==> config.mk <==
export PLATFORM = sky130hd
export DESIGN_NAME = input_clock_switch_holdover_regs
export DESIGN_NICKNAME = d
export VERILOG_FILES = /design/src/include/clksel_pkg.sv /design/src/hdl/input_clock_switch_holdover_regs.sv /design/src/hdl/rank_picker.sv
export SDC_FILE = /design/constraint.sdc
export NUM_CORES = 1
export LEC_CHECK = 0
export BUFFER_PORTS_ARGS = -buffer_cell sky130_fd_sc_hd__buf_2
export CORE_MARGIN = 5
export CORE_UTILIZATION = 60
export CTS_BUF_LIST = sky130_fd_sc_hd__clkbuf_4 sky130_fd_sc_hd__clkbuf_8
export DETAILED_ROUTE_END_ITERATION = 8
export HOLD_SLACK_MARGIN = 0.08
export PLACE_DENSITY = 0.95
export SYNTH_ARGS = -nofsm -noshare
export SYNTH_HDL_FRONTEND = slang
export SYNTH_HIERARCHICAL = 1
export SYNTH_SLANG_ARGS = --single-unit
==> constraint.sdc <==
create_clock -name MCLK -period 16.3 [get_ports MCLK]
set_clock_uncertainty 0.1 [all_clocks]
set_input_delay 3.26 -clock MCLK [delete_from_list [all_inputs] [get_ports MCLK]]
set_output_delay 3.26 -clock MCLK [all_outputs]
set_load 0.005 [all_outputs]
==> src/include/clksel_pkg.sv <==
// constants and types for the input clock switch and holdover registers
package clksel_pkg;

  // ****************************************************************
  // sizes
  // ****************************************************************
  localparam int NUM_INPUTS = 4;
  localparam int RANK_W = 3;
  localparam int SEL_W = 2;
  localparam int IDX_W = 11;
  localparam int BYTE_W = 8;
  localparam int NUM_RW = 17;
  localparam int NUM_EV = 4;

  // ****************************************************************
  // register indices (byte address is four times the index)
  // ****************************************************************
  localparam logic [IDX_W-1:0] IDX_ZERO_DELAY = 11'h487;
  localparam logic [IDX_W-1:0] IDX_INPUT_SELECT = 11'h52A;
  localparam logic [IDX_W-1:0] IDX_STATUS = 11'h53F;
  localparam logic [IDX_W-1:0] IDX_IRQ_STATUS = 11'h5F0;
  localparam logic [IDX_W-1:0] IDX_IRQ_MASK = 11'h5F1;

  // writable slots in table order
  localparam int S_FORCE = 0;
  localparam int S_SWITCH = 1;
  localparam int S_MASKS = 2;
  localparam int S_RANK01 = 3;
  localparam int S_RANK23 = 4;
  localparam int S_VARIANT = 5;
  localparam int S_THR_LO = 6;
  localparam int S_THR_HI = 7;
  localparam int S_CLEN = 8;
  localparam int S_CDLY = 9;
  localparam int S_DYN = 10;
  localparam int S_FLEN = 11;
  localparam int S_DET_LO = 12;
  localparam int S_DET_HI = 13;
  localparam int S_INSEL = 14;
  localparam int S_ZDM = 15;
  localparam int S_IRQ_MASK = 16;

  localparam logic [IDX_W-1:0] REG_IDX [NUM_RW] = '{
    11'h535, 11'h536, 11'h537, 11'h538, 11'h539, 11'h53A, 11'h53B,
    11'h53C, 11'h53D, 11'h53E, 11'h540, 11'h588, 11'h589, 11'h58A,
    IDX_INPUT_SELECT, IDX_ZERO_DELAY, IDX_IRQ_MASK};
  localparam logic [BYTE_W-1:0] REG_WMASK [NUM_RW] = '{
    8'h01, 8'h07, 8'hFF, 8'h77, 8'h77, 8'h0F, 8'hFF,
    8'h03, 8'h1F, 8'h1F, 8'hFF, 8'h0F, 8'hFF, 8'h1F,
    8'h07, 8'h01, 8'h0F};
  localparam logic [BYTE_W-1:0] REG_RST [NUM_RW] = '{
    8'h00, 8'h00, 8'h00, 8'h00, 8'h00, 8'h01, 8'h00,
    8'h00, 8'h00, 8'h00, 8'h00, 8'h00, 8'h00, 8'h00,
    8'h00, 8'h00, 8'h00};

  // ****************************************************************
  // field positions
  // ****************************************************************
  localparam int FORCE_BIT = 0;
  localparam int MODE_LO = 0;
  localparam int MODE_W = 2;
  localparam int BUILDOUT_BIT = 2;
  localparam int ABSENT_MASK_LO = 0;
  localparam int OFFSET_MASK_LO = 4;
  localparam int RANK_A_LO = 0;
  localparam int RANK_B_LO = 4;
  localparam int HIST_BIT = 1;
  localparam int FAST_BIT = 2;
  localparam int REGCTRL_BIT = 0;
  localparam int INSEL_LO = 1;
  localparam int ZDM_BIT = 0;
  localparam int THR_HI_W = 2;
  localparam int CLEN_W = 5;
  localparam int FLEN_W = 4;
  localparam int DET_HI_W = 5;
  localparam int VARIANT_W = 4;

  localparam logic [RANK_W-1:0] RANK_NONE = 3'h0;
  localparam logic [RANK_W-1:0] RANK_MAX = 3'h4;

  // interrupt event bits
  localparam int EV_HOLD = 0;
  localparam int EV_SWITCH = 1;
  localparam int EV_HIST = 2;
  localparam int EV_FAST = 3;

  localparam int TRANS_ACTIVE_BIT = 1;

  typedef enum logic [1:0] {
    MODE_MANUAL,
    MODE_NONREVERT,
    MODE_REVERT,
    MODE_RESERVED
  } switch_mode_t;

endpackage : clksel_pkg
==> src/hdl/input_clock_switch_holdover_regs.sv <==
// input clock selection, holdover control and its register bank
//
// The implementer's own choice: register access over AHB-Lite.
`timescale 1ns/100ps
// Function
// - force bit set puts device in holdover
// - mode field: manual, non-revertive, revertive, reserved
// - buildout bit picks glitchless or hitless switching
// - zero delay mode disables hitless switching
// - signal-absent mask removes alarm from selection
// - frequency-offset mask removes alarm from selection
// - automatic mode picks lowest ranked available input
// - equal ranks prefer input 0,1,2,3
// - selection result can force holdover entry
// - ten-bit threshold split over two registers
// - status bit 1 shows holdover history sufficient
// - status bit 2 shows fast-lock operation
// - two-bit select field picks manual input when bit 0 is set (else the pin does), unless zero delay mode is on
module input_clock_switch_holdover_regs
  import clksel_pkg::*;
(
  input wire logic MCLK,
  input wire logic SYS_RST,
  input wire logic HSEL,
  input wire logic [31:0] HADDR,
  input wire logic [1:0] HTRANS,
  input wire logic HWRITE,
  input wire logic [2:0] HSIZE,
  input wire logic [31:0] HWDATA,
  input wire logic HREADY,
  output logic [31:0] HRDATA,
  output logic HREADYOUT,
  output logic HRESP,
  input wire logic [NUM_INPUTS-1:0] SIGNAL_ABSENT_ALARM,
  input wire logic [NUM_INPUTS-1:0] FREQ_OFFSET_ALARM,
  input wire logic [SEL_W-1:0] INPUT_SELECT_PIN,
  input wire logic HISTORY_SUFFICIENT,
  input wire logic FAST_LOCK_ACTIVE,
  output logic [SEL_W-1:0] SELECTED_INPUT,
  output logic HOLDOVER,
  output logic PHASE_BUILDOUT_ON,
  output logic [VARIANT_W-1:0] HITLESS_VARIANT,
  output logic [9:0] PHASE_MEASURE_THRESHOLD,
  output logic [CLEN_W-1:0] COARSE_MEASURE_LENGTH,
  output logic [CLEN_W-1:0] COARSE_MEASURE_DELAY,
  output logic [FLEN_W-1:0] FINE_MEASURE_LENGTH,
  output logic [12:0] DETECTOR_ENABLE_DELAY,
  output logic [BYTE_W-1:0] DYNAMIC_CHANGE_RESERVED,
  output logic IRQ
);

  // ****************************************************************
  // declarations
  // ****************************************************************
  logic [BYTE_W-1:0] cfg [NUM_RW];
  logic [IDX_W-1:0] idx_q;
  logic hit_q;
  logic wr_pend;
  logic rd_pend;
  logic [BYTE_W-1:0] rdata_q;
  logic [BYTE_W-1:0] rd_mux;
  logic accept;
  logic [NUM_EV-1:0] irq_stat;
  logic [NUM_EV-1:0] irq_clr;
  logic [NUM_EV-1:0] events;
  logic hist_q;
  logic fast_q;
  logic [SEL_W-1:0] pin_s1;
  logic [SEL_W-1:0] pin_s2;
  logic [SEL_W-1:0] pin_s3;
  logic [SEL_W-1:0] pin_sel;
  logic [SEL_W-1:0] sel;
  logic [SEL_W-1:0] next_sel;
  logic [SEL_W-1:0] manual_target;
  logic hold;
  logic next_hold;
  logic buildout;
  logic [NUM_INPUTS-1:0] clean;
  logic [NUM_INPUTS-1:0] avail;
  logic [NUM_INPUTS*RANK_W-1:0] ranks;
  logic best_ok;
  logic [SEL_W-1:0] best_idx;
  switch_mode_t mode;
  logic force_hold;
  logic zdm;
  logic regctrl;

  // ****************************************************************
  // bus slave
  // ****************************************************************
  assign accept = HSEL && HTRANS[TRANS_ACTIVE_BIT] && HREADY;
  assign HREADYOUT = !rd_pend;
  assign HRESP = 1'b0;
  assign HRDATA = 32'(rdata_q);

  always_ff @(posedge MCLK) begin
    if (SYS_RST) begin
      idx_q <= '0;
      hit_q <= 1'b0;
      wr_pend <= 1'b0;
      rd_pend <= 1'b0;
    end else begin
      if (accept) begin
        idx_q <= HADDR[IDX_W+1:2];
        hit_q <= HADDR[31:IDX_W+2] == '0;
      end
      wr_pend <= accept && HWRITE;
      rd_pend <= accept && !HWRITE;
    end
  end

  // read data captured during the wait cycle, after any prior write
  always_comb begin
    rd_mux = '0;
    for (int k = 0; k < NUM_RW; k++) begin
      if (idx_q == REG_IDX[k]) begin
        rd_mux = cfg[k];
      end
    end
    if (idx_q == IDX_STATUS) begin
      rd_mux[HIST_BIT] = hist_q;
      rd_mux[FAST_BIT] = fast_q;
    end
    if (idx_q == IDX_IRQ_STATUS) begin
      rd_mux = BYTE_W'(irq_stat);
    end
    if (!hit_q) begin
      rd_mux = '0;
    end
  end

  always_ff @(posedge MCLK) begin
    if (SYS_RST) begin
      rdata_q <= '0;
    end else if (rd_pend) begin
      rdata_q <= rd_mux;
    end
  end

  // ****************************************************************
  // writable registers, one per slot
  // ****************************************************************
  generate
    for (genvar g = 0; g < NUM_RW; g++) begin : g_reg
      always_ff @(posedge MCLK) begin
        if (SYS_RST) begin
          cfg[g] <= REG_RST[g];
        end else if (wr_pend && hit_q && idx_q == REG_IDX[g]) begin
          cfg[g] <= HWDATA[BYTE_W-1:0] & REG_WMASK[g];
        end
      end
    end
  endgenerate

  // ****************************************************************
  // configuration fields
  // ****************************************************************
  assign force_hold = cfg[S_FORCE][FORCE_BIT];
  assign mode = switch_mode_t'(cfg[S_SWITCH][MODE_LO +: MODE_W]);
  assign zdm = cfg[S_ZDM][ZDM_BIT];
  assign regctrl = cfg[S_INSEL][REGCTRL_BIT];
  // software keeps the defaults; passed through
  assign HITLESS_VARIANT = cfg[S_VARIANT][VARIANT_W-1:0];
  assign PHASE_MEASURE_THRESHOLD =
    {cfg[S_THR_HI][THR_HI_W-1:0], cfg[S_THR_LO]};
  assign COARSE_MEASURE_LENGTH = cfg[S_CLEN][CLEN_W-1:0];
  assign COARSE_MEASURE_DELAY = cfg[S_CDLY][CLEN_W-1:0];
  assign FINE_MEASURE_LENGTH = cfg[S_FLEN][FLEN_W-1:0];
  assign DETECTOR_ENABLE_DELAY =
    {cfg[S_DET_HI][DET_HI_W-1:0], cfg[S_DET_LO]};
  assign DYNAMIC_CHANGE_RESERVED = cfg[S_DYN];

  // ****************************************************************
  // select pin synchroniser
  // ****************************************************************
  always_ff @(posedge MCLK) begin
    if (SYS_RST) begin
      pin_s1 <= '0;
      pin_s2 <= '0;
      pin_s3 <= '0;
      pin_sel <= '0;
    end else begin
      pin_s1 <= INPUT_SELECT_PIN;
      pin_s2 <= pin_s1;
      pin_s3 <= pin_s2;
      if (pin_s2 == pin_s3) begin
        pin_sel <= pin_s3;
      end
    end
  end

  // ****************************************************************
  // per-input eligibility
  // ****************************************************************
  generate
    for (genvar i = 0; i < NUM_INPUTS; i++) begin : g_in
      localparam int SLOT = (i < 2) ? S_RANK01 : S_RANK23;
      localparam int LO = (i % 2 == 0) ? RANK_A_LO : RANK_B_LO;
      assign ranks[i*RANK_W +: RANK_W] = cfg[SLOT][LO +: RANK_W];
      assign clean[i] =
        !(SIGNAL_ABSENT_ALARM[i] &&
          !cfg[S_MASKS][ABSENT_MASK_LO + i]) &&
        !(FREQ_OFFSET_ALARM[i] &&
          !cfg[S_MASKS][OFFSET_MASK_LO + i]);
      assign avail[i] = clean[i] &&
        ranks[i*RANK_W +: RANK_W] != RANK_NONE &&
        ranks[i*RANK_W +: RANK_W] <= RANK_MAX;
    end
  endgenerate

  rank_picker #(
    .N(NUM_INPUTS),
    .RW(RANK_W),
    .IW(SEL_W)
  ) u_picker (
    .ranks(ranks),
    .avail(avail),
    .best_ok(best_ok),
    .best_idx(best_idx)
  );

  // ****************************************************************
  // selection and holdover
  // ****************************************************************
  always_comb begin
    // register select is inert under zero delay mode
    if (regctrl) begin
      manual_target = zdm ? sel : cfg[S_INSEL][INSEL_LO +: SEL_W];
    end else begin
      manual_target = pin_sel;
    end
    case (mode)
      MODE_MANUAL: begin
        next_sel = manual_target;
        next_hold = !clean[manual_target];
      end
      MODE_NONREVERT: begin
        next_sel = (avail[sel] || !best_ok) ? sel : best_idx;
        next_hold = !(avail[sel] || best_ok);
      end
      MODE_REVERT: begin
        next_sel = best_ok ? best_idx : sel;
        next_hold = !best_ok;
      end
      default: begin
        next_sel = sel;
        next_hold = !clean[sel];
      end
    endcase
    next_hold = next_hold || force_hold;
  end

  always_ff @(posedge MCLK) begin
    if (SYS_RST) begin
      sel <= '0;
      hold <= 1'b0;
      buildout <= 1'b0;
    end else begin
      sel <= next_sel;
      hold <= next_hold;
      buildout <= cfg[S_SWITCH][BUILDOUT_BIT] && !zdm;
    end
  end

  assign SELECTED_INPUT = sel;
  assign HOLDOVER = hold;
  assign PHASE_BUILDOUT_ON = buildout;

  // ****************************************************************
  // status and interrupts
  // ****************************************************************
  assign events[EV_HOLD] = next_hold && !hold;
  assign events[EV_SWITCH] = next_sel != sel;
  assign events[EV_HIST] = HISTORY_SUFFICIENT && !hist_q;
  assign events[EV_FAST] = FAST_LOCK_ACTIVE && !fast_q;
  assign irq_clr = (wr_pend && hit_q && idx_q == IDX_IRQ_STATUS) ?
    HWDATA[NUM_EV-1:0] : '0;

  always_ff @(posedge MCLK) begin
    if (SYS_RST) begin
      hist_q <= 1'b0;
      fast_q <= 1'b0;
    end else begin
      hist_q <= HISTORY_SUFFICIENT;
      fast_q <= FAST_LOCK_ACTIVE;
    end
  end

  // set wins over a clear in the same cycle
  always_ff @(posedge MCLK) begin
    if (SYS_RST) begin
      irq_stat <= '0;
    end else begin
      irq_stat <= (irq_stat & ~irq_clr) | events;
    end
  end

  assign IRQ = |(irq_stat & cfg[S_IRQ_MASK][NUM_EV-1:0]);

  // ****************************************************************
  // assertions
  // ****************************************************************
  logic better_exists;

  always_comb begin
    better_exists = 1'b0;
    for (int j = 0; j < NUM_INPUTS; j++) begin
      if (avail[j] && best_ok &&
          (ranks[j*RANK_W +: RANK_W] <
           ranks[best_idx*RANK_W +: RANK_W])) begin
        better_exists = 1'b1;
      end
    end
  end
endmodule : input_clock_switch_holdover_regs

==> src/hdl/rank_picker.sv <==
// lowest-rank input picker with fixed index tie-break
`timescale 1ns/100ps
module rank_picker
  import clksel_pkg::*;
#(
  parameter int N = NUM_INPUTS,
  parameter int RW = RANK_W,
  parameter int IW = SEL_W
) (
  input wire logic [N*RW-1:0] ranks,
  input wire logic [N-1:0] avail,
  output logic best_ok,
  output logic [IW-1:0] best_idx
);

  logic [RW-1:0] best_rank;

  // ****************************************************************
  // scan from the top so the lower index wins a tie
  // ****************************************************************
  always_comb begin
    best_ok = 1'b0;
    best_idx = '0;
    best_rank = '1;
    for (int i = N - 1; i >= 0; i--) begin
      if (avail[i] && ranks[i*RW +: RW] <= best_rank) begin
        best_ok = 1'b1;
        best_idx = IW'(i);
        best_rank = ranks[i*RW +: RW];
      end
    end
  end

endmodule : rank_picker

==> flow_metrics.tcl <==
set metrics [dict create \
    status "finished with violations" \
    violations "design-rule violations" \
    ys_ff_latch 121 \
    slew_viol_final 0 \
    place_congestion 0.990 \
    clkTransAtPathRegs_ns 0.07 \
    drc_errors 5 \
    nFillCells 802 \
    cts_buffer_depth 2 \
    setup_violations 0 \
    rows 39 \
    use_met3 0.0813 \
    ys.flop_type "edfxtp_1" \
    synth.avg_cell_area_um2 9.37 \
    rsz0062_at_grt "no" \
    initialDrtViolationCount 992 \
    vias 6517 \
    tightest_slew_ns 1.17 \
    use_met1 0.378 \
    min_period_ns 8.45 \
    wirelength_um 20600 \
    path_class "input pin to flip-flop" \
    ant_nets 0 \
    fin_tns_setup_ns 0 \
    dp.cells 958 \
    antenna_found_initial 0 \
    clock_latency_ns 0.45 \
    drive_above_1_share 0.200 \
    use_met2 0.482 \
    finalNonFillerCells 990 \
    hold_violations 0 \
    slew-limit-headroom 0.214 \
    post_cts_resized 0 \
    cts_buffers 17 \
    groute.usage.overall 0.301 \
    hold_path_class "flip-flop to flip-flop" \
    grt_max_degree 61 \
    syn_inst 730 \
    n_antenna_cell 0 \
    post-cts-setup-buffer-count 0 \
    nNetsFinal 927 \
    seq_area_frac_synth 0.473 \
    pwr_density_cell_nw_per_um2 90.5 \
    dpl.hpwl_um 14800 \
    synth.distinct_cells 77 \
    area_delta_synth_final_pct 14.6 \
    hold_buffers 0 \
    period_share 0.518 \
    cp.arrival_ns 8.72 \
    io_pins 174 \
    worst_setup_path_end_kind "flip-flop" \
    dr.pass1.iters 9 \
    cts_tree "done" \
    register_area_um2 3230 \
    die_area_um2 13600 \
    multi_input_area_um2 3280 \
    crit_required_ns 16.58 \
    clkSinkCount 121 \
    root_buffer "clkbuf_8" \
    die_y_um 117 \
    viasPerCell 6.58 \
    top_usage_layer "met2" \
    yosys_warnings 6 \
    synth_area_um2 6840 \
    startpoint_type "input pin" \
    vdd_drop_max_uv 67.0 \
    power.leakage_uw 0.00314 \
    async_reset_ff_frac 0 \
    grt-ovfl-total 0 \
    grt_pass1_wl_um 31100 \
    core_um2 11300 \
    synth-edff-count 81 \
    max_freq_ghz 0.118 \
    crit_fanout 10 \
    htreeDepth 4 \
    port_buffers 118 \
    max_cap_violations 0 \
    grt_pass1_vias 5935 \
    initial_core_util 0.607 \
    die_w_um 117 \
    wl_per_cell_um 20.8 \
]
==> logic make-up (layout without fill, tap and decap cells) <==
| kind of cell | after synthesis | in the layout | synth area share |
|---|---|---|---|
| XOR/XNOR | 3 | 3 | 0.00384 |
| other | 1 | 25 | 0.000549 |
| AO/OA/AOI/OAI | 165 | 165 | 0.170 |
| adder cells (fa/ha/maj) | 7 | 7 | 0.0128 |
| buffers and inverters | 83 | 176 | 0.0598 |
| AND/OR/NAND/NOR | 334 | 334 | 0.253 |
| multiplexers | 16 | 16 | 0.0271 |
| flip-flops | 121 | 121 | 0.473 |
==> per-layer routing <==
metal  up-vias  wire length (µm)
li1       2851                 -
met1      2955              7150
met2       584              9550
met3       127              2820
met4         0              1080
met5         -                 0
==> flip-flops by register name, indices dropped and copies added, names as in the netlist <==
signal,count
cfg,81
idx_q,11
rdata_q,8
irq_stat,4
SELECTED_INPUT,2
pin_s1,2
pin_s2,2
pin_s3,2
pin_sel,2
HOLDOVER,1
PHASE_BUILDOUT_ON,1
fast_q,1
hist_q,1
hit_q,1
rd_pend,1
wr_pend,1
==> cell usage in the layout (no fill, tap or decap), types with 4 or more instances in the layout <==
master and n:
inv_1 20, and3_1 24, nand4b_1 4, or3_1 7
nor4_1 7, a21oi_1 31, ha_1 7, nand3_1 10
nand2b_1 22, a211oi_1 4, edfxtp_1 81, or4_1 4
clkbuf_8 21, and2_1 15, dfxtp_1 40, nand2_1 80
buf_4 5, o22ai_1 9, a32o_1 5, o21bai_1 14
mux2i_1 14, conb_1 25, a22oi_1 6, buf_2 118
nor2_1 81, nor2b_1 23, nor3b_1 9, o21ai_0 32
nand4_1 15, clkinv_2 4, a21o_1 10, nor3_1 15
a221oi_1 8
==> critical path, stage by stage <==
cell and delay (ns):
buf_2 0.10, nand2b_1 0.15, nand4_1 0.14, inv_1 0.18, or2b_1 0.27, ha_1 0.27, nor2_1 0.05, o2111a_1 0.28
or3_1 0.40, nand2_1 0.08, ha_1 0.23, and3_1 0.15, a211oi_1 0.38, nand2b_1 0.25, a31oi_2 0.11, ha_1 0.29
nor2b_1 0.13, o21a_1 0.15, o21ai_0 0.28, a2111o_1 0.40, nor2b_1 0.37, a21boi_0 0.14, or3_1 0.33, a21o_1 0.19
a31oi_1 0.14
==> power breakdown <==
group	leakage [µW]	total (µW)	switching [µW]	internal (µW)
Sequential	0.00115	350	13.0	338
Combinational	0.00176	68.1	39.6	28.5
Clock	0.000223	290	119	172
Total	0.00314	709	171	538
==> final cells by class <==
cell class                      instances  share of cell area
Sequential cell                       121               0.413
Multi-Input combinational cell        550               0.419
Inverter                               21              0.0101
Tap cell                              143              0.0228
Clock buffer                           24              0.0398
Clock inverter                          8              0.0150
Timing Repair Buffer                  123              0.0802
==> stage by stage <==
step	worst slack (ns)	hold slack, ns	area [µm²]	util	total power, µW
after floorplan	8.10	0.314	6930	-	399
after global placement	7.60	0.321	7400	0.657	420
after detailed placement	7.45	0.327	7400	0.657	422
after CTS	7.93	0.347	7830	0.695	704
after global routing	7.56	0.363	7830	0.695	727
final	7.85	0.343	7830	0.695	709
==> cell usage after synthesis, types with 20 or more instances <==
cell | instances | area share
and3_1 | 24 | 0.022
clkbuf_1 | 31 | 0.017
o21ai_0 | 32 | 0.023
nor2_1 | 81 | 0.044
nand2_1 | 80 | 0.044
inv_1 | 20 | 0.011
edfxtp_1 | 81 | 0.36
a21oi_1 | 31 | 0.023
nand2b_1 | 22 | 0.020
buf_4 | 25 | 0.027
nor2b_1 | 23 | 0.021
dfxtp_1 | 40 | 0.12
==> worst paths after layout <==
path	depth (start not counted)	slack, ns	from	endpoint
hold reg to reg	1	0.34	pin_s1[1]	pin_s2[1]
setup reg to reg	24	10.25	cfg[4][5]	irq_stat[1]
setup / recovery	25	7.85	FREQ_OFFSET_ALARM[3]	irq_stat[1]
hold / removal	1	0.34	pin_s1[1]	pin_s2[1]
Note: power is estimated with default switching activity, not from simulation.
